## config.mk

```make
export PLATFORM = sky130hd
export DESIGN_NAME = shcs_sequencer
export DESIGN_NICKNAME = d
export VERILOG_FILES = /design/src/rtl/shcs_pkg.sv /design/src/rtl/shcs_result_reg.sv /design/src/rtl/shcs_sequencer.sv
export VERILOG_INCLUDE_DIRS = /design/src /design/src/rtl
export SDC_FILE = /design/constraint.sdc
export NUM_CORES = 1
export LEC_CHECK = 0
export BUFFER_PORTS_ARGS = -buffer_cell sky130_fd_sc_hd__buf_2
export CORE_MARGIN = 4
export CORE_UTILIZATION = 60
export CTS_CLUSTER_DIAMETER = 120
export DETAILED_ROUTE_END_ITERATION = 10
export PLACE_DENSITY = 0.84
export SYNTH_ARGS = -nofsm -noshare
export SYNTH_HDL_FRONTEND = slang
export SYNTH_SLANG_ARGS = --single-unit
```

## constraint.sdc

```tcl
create_clock -name CLK_SYS_IN -period 4.2 [get_ports CLK_SYS_IN]
set_input_delay 0.42 -clock CLK_SYS_IN [delete_from_list [all_inputs] [get_ports CLK_SYS_IN]]
set_output_delay 0.42 -clock CLK_SYS_IN [all_outputs]
set_load 0.01 [all_outputs]
```

## src/rtl/shcs_consts.svh

```systemverilog
// timing and layout constants for the sample/hold convert sequencer
`ifndef SHCS_CONSTS_SVH
`define SHCS_CONSTS_SVH
`define SHCS_CLK_PERIOD_NS   20
`define SHCS_APERTURE_NS     20
`define SHCS_CONV12_US       18
`define SHCS_CONV8_US        12
`define SHCS_ACQ_US          4
`define SHCS_THRU12_MAX_US   25
`define SHCS_THRU8_MAX_US    18
`define SHCS_APERTURE_CYC    ((`SHCS_APERTURE_NS + `SHCS_CLK_PERIOD_NS - 1) / `SHCS_CLK_PERIOD_NS)
`define SHCS_CONV12_CYC      ((`SHCS_CONV12_US * 1000) / `SHCS_CLK_PERIOD_NS)
`define SHCS_CONV8_CYC       ((`SHCS_CONV8_US * 1000) / `SHCS_CLK_PERIOD_NS)
`define SHCS_ACQ_CYC         ((`SHCS_ACQ_US * 1000) / `SHCS_CLK_PERIOD_NS)
`define SHCS_RES_W           12
`define SHCS_BYTE8_LSB       4
`endif

```

## src/rtl/shcs_pkg.sv

```systemverilog
// types for the sample/hold convert sequencer
package shcs_pkg;
    typedef enum logic [3:0] {
        ST_TRACK = 4'h1,
        ST_APER  = 4'h2,
        ST_CONV  = 4'h4,
        ST_ACQ   = 4'h8
    } shcs_state_t;

    typedef struct packed {
        logic chip_en;
        logic chip_sel_n;
        logic read_conv_n;
        logic data_mode_12;
        logic byte_select_short_cycle;
    } shcs_ctrl_t;
endpackage

```

## src/rtl/shcs_result_reg.sv

```systemverilog
// result holding register with registered read data
`timescale 1ns/1ps
module shcs_result_reg #(
    parameter int WIDTH = 12
) (
    input  wire logic             clk_in,
    input  wire logic             resetn_in,
    input  wire logic             wr_in,
    input  wire logic [WIDTH-1:0] wdata_in,
    output logic      [WIDTH-1:0] rdata_out
);
    logic [WIDTH-1:0] data_reg;
    logic [WIDTH-1:0] data_next;

    // capture on write
    always_comb begin
        data_next = wr_in ? wdata_in : data_reg;
    end

    always_ff @(posedge clk_in or negedge resetn_in) begin
        if (!resetn_in) begin
            data_reg <= '0;
        end else begin
            data_reg <= data_next;
        end
    end

    assign rdata_out = data_reg;
endmodule

```

## src/rtl/shcs_sequencer.sv

```systemverilog
// sample/hold control mode convert sequencer, top level
// What this block does
// - one convert command holds and starts conversion
// - conversion end releases hold to tracking
// - conversion lasts 18 us or 12 us
// - throughput within 25 us or 18 us
// - sample taken 20 ns after command
// - result bit 11 is msb, 0 lsb
// - last of three conditions starts conversion
// - flag high only while converting, no restart
// - latch short-cycle input at start
// - outputs float unless read conditions met
`timescale 1ns/1ps
`include "shcs_consts.svh"
module shcs_sequencer #(
    parameter int CONV12_CYC = `SHCS_CONV12_CYC,
    parameter int CONV8_CYC  = `SHCS_CONV8_CYC,
    parameter int ACQ_CYC    = `SHCS_ACQ_CYC
) (
    input  wire logic                   CLK_SYS_IN,
    input  wire logic                   RESETN_IN,
    input  wire logic                   CHIP_EN_IN,
    input  wire logic                   CHIP_SEL_N_IN,
    input  wire logic                   READ_CONV_N_IN,
    input  wire logic                   DATA_MODE_12_IN,
    input  wire logic                   BYTE_SELECT_SHORT_CYCLE_IN,
    input  wire logic [`SHCS_RES_W-1:0] CODE_IN,
    output logic                        CONVERSION_FLAG_OUT,
    output logic                        HOLD_OUT,
    output logic                        ACQ_BUSY_OUT,
    output logic                        SHORT_CYCLE_OUT,
    output logic [`SHCS_RES_W-1:0]      RESULT_LINES_OUT,
    output logic [`SHCS_RES_W-1:0]      RESULT_LINES_OE_N_OUT
);
    // control pins gathered as one bundle
    shcs_pkg::shcs_ctrl_t  ctrl;
    shcs_pkg::shcs_state_t state_reg, state_next;
    logic [15:0] cnt_reg, cnt_next;
    logic        start_ok_reg, start_ok_next;
    logic        short_reg, short_next;
    logic        flag_reg, flag_next;
    logic        hold_reg, hold_next;
    logic        acq_reg, acq_next;
    logic        start_cond, start_evt, conv_done;
    logic [`SHCS_RES_W-1:0] result_q;
    logic [`SHCS_RES_W-1:0] samp_reg, samp_next;
    logic [`SHCS_RES_W-1:0] out_reg, out_next;
    logic [`SHCS_RES_W-1:0] oen_reg, oen_next;

    // cycles of conversion for the latched length; the aperture cycle
    // is part of it, so the flag spans exactly this many cycles
    function automatic logic [15:0] conv_len(input logic short_cyc);
        conv_len = short_cyc ? 16'(CONV8_CYC) : 16'(CONV12_CYC);
    endfunction

    // left-justified upper byte with the low nibble forced to zero
    function automatic logic [`SHCS_RES_W-1:0] msb_byte(input logic [`SHCS_RES_W-1:0] code);
        msb_byte = {code[`SHCS_RES_W-1:`SHCS_BYTE8_LSB], 4'h0};
    endfunction

    assign ctrl = '{CHIP_EN_IN, CHIP_SEL_N_IN, READ_CONV_N_IN, DATA_MODE_12_IN,
                    BYTE_SELECT_SHORT_CYCLE_IN};
    // start is the rising edge of the three-way condition: whichever of
    // enable, select or read/convert arrives last fires it; a condition
    // that was already true at reset release must drop first, and while
    // the flag is high a fresh edge is ignored
    assign start_cond = ctrl.chip_en & ~ctrl.chip_sel_n & ~ctrl.read_conv_n;
    assign start_evt  = start_cond & ~start_ok_reg & ~flag_reg;
    assign conv_done  = (state_reg == shcs_pkg::ST_CONV) && (cnt_reg == 16'h0001);

    // result store: the held sample becomes the result as the last cycle
    // ends, so a read never sees a half-built code
    shcs_result_reg #(.WIDTH(`SHCS_RES_W)) u_result (
        .clk_in    (CLK_SYS_IN),
        .resetn_in (RESETN_IN),
        .wr_in     (conv_done),
        .wdata_in  (short_reg ? msb_byte(samp_reg) : samp_reg),
        .rdata_out (result_q)
    );

    // sequencer next state
    always_comb begin
        state_next    = state_reg;
        cnt_next      = cnt_reg;
        short_next    = short_reg;
        flag_next     = flag_reg;
        hold_next     = hold_reg;
        acq_next      = acq_reg;
        start_ok_next = start_cond;
        case (state_reg)
            shcs_pkg::ST_TRACK, shcs_pkg::ST_ACQ: begin
                if (state_reg == shcs_pkg::ST_ACQ) begin
                    cnt_next = cnt_reg - 16'h0001;
                    if (cnt_reg == 16'h0001) begin
                        state_next = shcs_pkg::ST_TRACK;
                        acq_next   = 1'b0;
                    end
                end
                // a start during acquisition is taken; keeping that window
                // clear is the controller's duty
                if (start_evt) begin
                    short_next = ctrl.byte_select_short_cycle;
                    flag_next  = 1'b1;
                    acq_next   = 1'b0;
                    state_next = shcs_pkg::ST_APER;
                    cnt_next   = 16'(`SHCS_APERTURE_CYC);
                end
            end
            // aperture: one cycle from command to hold
            shcs_pkg::ST_APER: begin
                cnt_next = cnt_reg - 16'h0001;
                if (cnt_reg == 16'h0001) begin
                    hold_next  = 1'b1;
                    state_next = shcs_pkg::ST_CONV;
                    cnt_next   = conv_len(short_reg) - 16'(`SHCS_APERTURE_CYC);
                end
            end
            // conversion: count down, release hold on the last cycle
            shcs_pkg::ST_CONV: begin
                cnt_next = cnt_reg - 16'h0001;
                if (conv_done) begin
                    hold_next  = 1'b0;
                    flag_next  = 1'b0;
                    acq_next   = 1'b1;
                    state_next = shcs_pkg::ST_ACQ;
                    cnt_next   = 16'(ACQ_CYC);
                end
            end
            // unreachable codes fall back to tracking
            default: begin
                state_next = shcs_pkg::ST_TRACK;
                cnt_next   = 16'h0000;
                flag_next  = 1'b0;
                hold_next  = 1'b0;
                acq_next   = 1'b0;
            end
        endcase
    end

    // sequencer registers; the start detector resets high so that a
    // convert condition already true at reset release is not taken
    // as a start, and the controller must first release it
    always_ff @(posedge CLK_SYS_IN or negedge RESETN_IN) begin
        if (!RESETN_IN) begin
            state_reg    <= shcs_pkg::ST_TRACK;
            cnt_reg      <= 16'h0000;
            start_ok_reg <= 1'b1;
            short_reg    <= 1'b0;
            flag_reg     <= 1'b0;
            hold_reg     <= 1'b0;
            acq_reg      <= 1'b0;
        end else begin
            state_reg    <= state_next;
            cnt_reg      <= cnt_next;
            start_ok_reg <= start_ok_next;
            short_reg    <= short_next;
            flag_reg     <= flag_next;
            hold_reg     <= hold_next;
            acq_reg      <= acq_next;
        end
    end

    // held sample: the code is frozen on the edge that ends the aperture,
    // together with the switch to hold, so the controller may move the
    // input one cycle after its command without disturbing the result that
    // is being built
    always_comb begin
        samp_next = samp_reg;
        if (state_reg == shcs_pkg::ST_APER && cnt_reg == 16'h0001) begin
            samp_next = CODE_IN;
        end
    end

    // held sample register
    always_ff @(posedge CLK_SYS_IN or negedge RESETN_IN) begin
        if (!RESETN_IN) begin
            samp_reg <= 12'h000;
        end else begin
            samp_reg <= samp_next;
        end
    end

    // output buffer enables and data formatting; the next flag value is
    // used so that the buffers let go on the same edge that a conversion
    // starts, and the lines never drive while the flag is high
    // byte mode: low select gives the upper byte, high the low nibble
    always_comb begin
        out_next = 12'h000;
        oen_next = 12'hFFF;
        if (ctrl.chip_en && !ctrl.chip_sel_n && ctrl.read_conv_n && !flag_next) begin
            if (ctrl.data_mode_12) begin
                out_next = result_q;
                oen_next = 12'h000;
            end else if (!ctrl.byte_select_short_cycle) begin
                out_next = msb_byte(result_q);
                oen_next = 12'h00F;
            end else begin
                out_next = {4'h0, 4'h0, result_q[3:0]};
                oen_next = 12'hF00;
            end
        end
    end

    // output registers: data and per-line enables
    always_ff @(posedge CLK_SYS_IN or negedge RESETN_IN) begin
        if (!RESETN_IN) begin
            out_reg <= 12'h000;
            oen_reg <= 12'hFFF;
        end else begin
            out_reg <= out_next;
            oen_reg <= oen_next;
        end
    end

    // every output is a register, never a gate
    assign CONVERSION_FLAG_OUT   = flag_reg;
    assign HOLD_OUT              = hold_reg;
    assign ACQ_BUSY_OUT          = acq_reg;
    assign SHORT_CYCLE_OUT       = short_reg;
    assign RESULT_LINES_OUT      = out_reg;
    assign RESULT_LINES_OE_N_OUT = oen_reg;
endmodule

```

Word-level counts from Yosys, hierarchy flattened

Cells that the tools add are included.

Flip-flop bits (word level): 73
Bits of input ports: 19
Output and inout bits: 28

Add/subtract/negate cells: 2
Equal/unequal tests: 9
Mux-type cells: 30
Bitwise gates (word level): 10
Reductions and logical operators: 12

Operators with widths:

| operator              | count |
|---|---|
| $mux 12               | 6 |
| $mux 16               | 4 |
| $pmux 16 s3           | 1 |
| $mux 4                | 6 |
| $eq 16x1->1 const B   | 1 |
| $sub 16x1->16 const B | 1 |
| $pmux 4 s3            | 1 |
| $sub 10x1->11 const B | 1 |
| $mux 9                | 1 |
| $pmux 1 s3            | 3 |
| $mux 1                | 8 |
| $reduce_and 4->1      | 2 |
| $ne 3x3->1 const B    | 2 |
| $not 1->1             | 6 |
| $logic_and 1x1->1     | 5 |
| $and 1x1->1           | 4 |
| $eq 4x1->1 const B    | 1 |
| $eq 4x2->1 const B    | 1 |
| $eq 4x3->1 const B    | 1 |
| $eq 4x4->1 const B    | 1 |
| $reduce_and 3->1      | 1 |
| $logic_not 1->1       | 2 |
| $ne 2x1->1 const B    | 1 |
| $ne 2x2->1 const B    | 1 |
| 2 further kinds       | 2 |

Logic depth before layout (Yosys ltp)

Depth in word-level cells: 10
Mapped depth: 9
Depth with buffers taken out: 7

Cells and area by module

From an unflattened synthesis, not the netlist that was laid out.

Cells, all modules: 291
Area, all modules: 3190.6 sq um

By module, submodules not included:

| module          | times used | cells an instance | area each (sq um) | seq. area each (sq um) |
|---|---|---|---|---|
| shcs_sequencer  | 1          | 266               | 2706.3            | 1307.5 |
| shcs_result_reg | 1          | 25                | 484.2             | 300.3 |

Worst setup path before layout

No wires, ideal clock.

Path kind: register to register
Start point: register state_reg[0]
End point: register cnt_reg[7]
Setup time: 0.066 ns
Data arrival time: 1.947 ns
Data required time: 4.134 ns
Setup slack: 2.187 ns
Stages on the path, launching flop included: 7
Buffers on the path: 1
Period minus slack after synthesis: 2.013 ns
Cell sequence: dfstp_2 buf_2 or4b_2 nand2b_1 and3_1 a21oi_1 o32a_1

Word-level cells in the longest chain between the ends: 4
Elaborated cells on any way between the ends: 9

RTL lines:

| what                   | line                                       | source |
|---|---|---|
| start, declared        | shcs_sequencer.sv:37                       | `shcs_pkg::shcs_state_t state_reg, state_next;` |
| start signal, assigned | shcs_sequencer.sv:145                      | `state_reg <= shcs_pkg::ST_TRACK;` |
| start signal, assigned | shcs_sequencer.sv:153                      | `state_reg <= state_next;` |
| $eq 4x3->1             | shcs_sequencer.sv:69, shcs_sequencer.sv:90 |  |
| $logic_and 1x1->1      | shcs_sequencer.sv:69                       | `assign conv_done = (state_reg == shcs_pkg::ST_CONV) && (cnt_reg == 16'h0001);` |
| $mux 16                | shcs_sequencer.sv:121                      | `if (conv_done) begin` |
| $pmux 16 s3            | shcs_sequencer.sv:90                       | `case (state_reg)` |
| end signal, assigned   | shcs_sequencer.sv:154                      | `cnt_reg <= cnt_next;` |
| end, declared          | shcs_sequencer.sv:38                       | `logic [15:0] cnt_reg, cnt_next;` |

Parallel ways exist; a longest one is shown, timed or not.
A chain may end at the register's enable or synchronous reset.

Final worst setup path

Start point: register cnt_reg[4]
End point: register cnt_reg[0]

Word-level cells in the longest chain between the ends: 4
Elaborated cells on any way between the ends: 5

RTL lines:

| what              | line |
|---|---|
| $eq 16x1->1 *     | shcs_sequencer.sv:69, shcs_sequencer.sv:112 |
| $logic_and 1x1->1 | shcs_sequencer.sv:69 |
| $mux 16           | shcs_sequencer.sv:121 |
| $pmux 16 s3 *     | shcs_sequencer.sv:90 |

Every way passes the cells marked *; elsewhere a longest branch is shown, timed or not.

==> metrics.md <==
| Metric | Value |
|---|---|
| Status | `finished, final reports clean` |
| IO Port Bufs | `46` |
| # IOs | `47` |
| Final hold vios | `0` |
| Layout Cells excl Fill | `446` |
| Fin crit share | `60.8%` |
| PD cells | `561 mW/mm²` |
| Crit path time final | `2.55 ns` |
| Clk buf depth | `2` |
| Unrepaired setup endpoints after global routing | `no` |
| Pleak | `1.71 nW` |
| Wirelength per Cell | `14.7 µm` |
| Hold/Removal Path Class | `input pin to asynchronous set/reset pin` |
| Worst Path Required | `4.45 ns` |
| Starting density of the core | `63.8%` |
| CP arrival | `2.81 ns` |
| Die Y | `79.8 µm` |
| Worst clock skew | `0.0108 ns` |
| Worst-path fanout max | `15` |
| Slew margin rel. | `43.8%` |
| Peak Freq | `392 MHz` |
| Synth area leader | `dfrtp_1` |
| Worst-Margin Slew | `0.839 ns` |
| Final WL | `6540 µm` |
| Post-synth top area share | `47.7%` |
| CTS Buf Count | `9` |
| Most Used Layer, Global Route | `met2` |
| Critical path startpoint category | `register` |
| Placed Cells | `430` |
| Final #Nets | `395` |
| Layout cells sized above 1 | `22.2%` |
| Worst r2r src | `cnt_reg[4]$_DFFE_PN0P_` |
| Flops & latches, synth | `64` |
| CTS tree | `done` |
| Post-synth cell types | `53` |
| Core Area | `0.00485 mm²` |
| H-tree depth reported by CTS | `3` |
| Worst Setup SP | `cnt_reg[4]$_DFFE_PN0P_` |
| Area growth syn-to-layout | `13.7%` |
| Peak VDD IR | `0.420 mV` |
| Row Count | `25` |
| Vias in the first global route | `2393` |
| Max-Cap Viols | `0` |
| Full die area | `0.00637 mm²` |
| Cts hold-fix bufs | `0` |
| Post-Syn Nets | `358` |
| Initial antenna violation count | `0` |
| Clock sink count | `64` |
| Clock slew at reported path FFs | `0.07 ns` |
| Diode count | `0` |
| # setup viols final | `0` |
| Mean Syn Cell Area | `9.18 µm²` |
| Drt first-iter violations | `236` |
| Layout Utilization | `72.5%` |
| GRT Residual Overflow | `0` |
| Grt met1 use | `31.2%` |
| ANT nets after route | `0` |
| Dpl hpwl | `4490 µm` |
| Post-CTS setup buffer count | `0` |
| Root Driver | `clkbuf_8` |
| Ys Warns | `0` |
| Routability cong. | `0.905` |
| Type of the worst setup path | `register to register` |
| Largest net degree at the start of global routing | `37` |
| Avg Vias per Cell | `5.64` |
| Max reg flops | `16` |
| First-pass GRT wire length | `11100 µm` |
| GRT met3 Usage | `3.95%` |
| Synth Cell Area | `0.00309 mm²` |
| Die X | `79.8 µm` |
| Final Max Slew Viols | `0` |
| Met2 usage in global routing | `34.9%` |
| Sequential fraction of the synthesis area | `52.0%` |
| Critical Path End Type | `register` |
| Sum Neg Setup Slack | `0 ns` |
| Remaining DRCs | `0` |
| Top cells by area, synth | `dfrtp_1 (48%), nand2_1 (11%), dfstp_2 (4.2%)` |
| Overall Global Routing Usage | `22.4%` |
| Cell count after synthesis | `337` |
| DR pass1 iterations | `4` |
| Total number of vias | `2517` |
| Fillers | `357` |
| Worst skew pair latency | `0.33 ns` |
| Post_cts resized | `0` |
worst max-delay path, stage by stage, from the launching register on:
cell and delay [ns]:
dfrtp_1 0.44, nor4_4 0.41, nand4_2 0.24, or2_0 0.50
nor2_2 0.61, a211oi_1 0.11, o22ai_1 0.15
cells in the mapped netlist, drive strengths merged:
cell type	n
nand2	90
dfrtp	59
nor2	26
a21oi	17
buf	15
and2	12
o21ai	12
inv	9
nor3	9
nand3	7
clkbuf	6
nand2b	6
a31oi	5
dfstp	5
nor4	5
nand3b	4
or2	4
or4b	4
xnor2	4
a211oi	3
nor2b	3
or3	3
a211o	2
a21o	2
ha	2
nand4	2
nor3b	2
o21a	2
o22ai	2
o311ai	2
o31ai	2
a221o	1
a221oi	1
a22oi	1
a2bb2oi	1
a311oi	1
and3	1
mux2	1
o211ai	1
o21bai	1
o32a	1
or3b	1
final cells by class:
class | instances | area, µm² | share of cell area [%]
Sequential cell | 64 | 1610 | 45.7
Multi-Input combinational cell | 243 | 1320 | 37.6
Timing Repair Buffer | 47 | 238 | 6.76
Clock buffer | 10 | 138 | 3.91
Clock inverter | 6 | 92.6 | 2.63
Tap cell | 67 | 83.8 | 2.38
Inverter | 9 | 33.8 | 0.961
cell families after synthesis:
family                     count (synthesis)  share of synthesized area, %
and+or+nand+nor                          179                          28.5
DFF                                       64                          52.0
AOI/OAI and AO/OA                         57                          12.0
buffers and inverters                     30                          5.22
xor gates and xnor gates                   4                          1.13
adders and majority gates                  2                         0.809
muxes                                      1                         0.364
through the flow:
stage	instance area, µm²	hold WS [ns]	setup slack (ns)	total power [W]
final	3520	0.110	1.65	0.00197
after global routing	3520	0.150	1.35	0.00211
after CTS	3520	0.118	1.64	0.00198
after detailed placement	3290	0.451	1.69	0.00138
after global placement	3290	0.445	1.70	0.00136
after floorplan	3090	0.124	2.19	0.00124
path summary, 6_finish.rpt:
| path | endpoint | slack, ns | cells past startpoint |
|---|---|---|---|
| setup / recovery | cnt_reg[0]$_DFFE_PN0P_ | 1.65 | 6 |
| hold / removal | cnt_reg[13]$_DFFE_PN0P_ | 0.11 | 1 |
| setup reg to reg | cnt_reg[0]$_DFFE_PN0P_ | 1.65 | 6 |
| hold reg to reg | u_result.rdata_out[6]$_DFFE_PN0P_ | 0.47 | 2 |
| max in group asynchronous | RESULT_LINES_OE_N_OUT[3]$_DFF_PN1_ | 3.18 | 2 |
| min in group CLK_SYS_IN | start_ok_reg$_DFF_PN1_ | 0.26 | 2 |
report_power, final:
group | total, W | switching [W] | internal, W
sequential | 0.000785 | 0.0000993 | 0.000686
clock | 0.000595 | 0.000243 | 0.000352
combinational | 0.000593 | 0.000346 | 0.000246
routing by layer:
metal  share of wire, %  wire [µm]  vias to the layer above
li1                   -          -                     1212
met1                 44       2870                     1194
met2                 47       3080                       92
met3                6.9        453                       19
met4                2.1        136                        0
met5                  0          0                        -
layout by cell type, fill, tap and decap left out, drive strengths merged, types with 9 or more instances in the layout:
| master | n |
|---|---|
| o21ai | 12 |
| nor3 | 9 |
| dfrtp | 59 |
| and2 | 12 |
| buf | 47 |
| nor2 | 26 |
| inv | 9 |
| nand2 | 90 |
| clkbuf | 10 |
| a21oi | 17 |
Note: power is estimated with default switching activity, not from simulation.
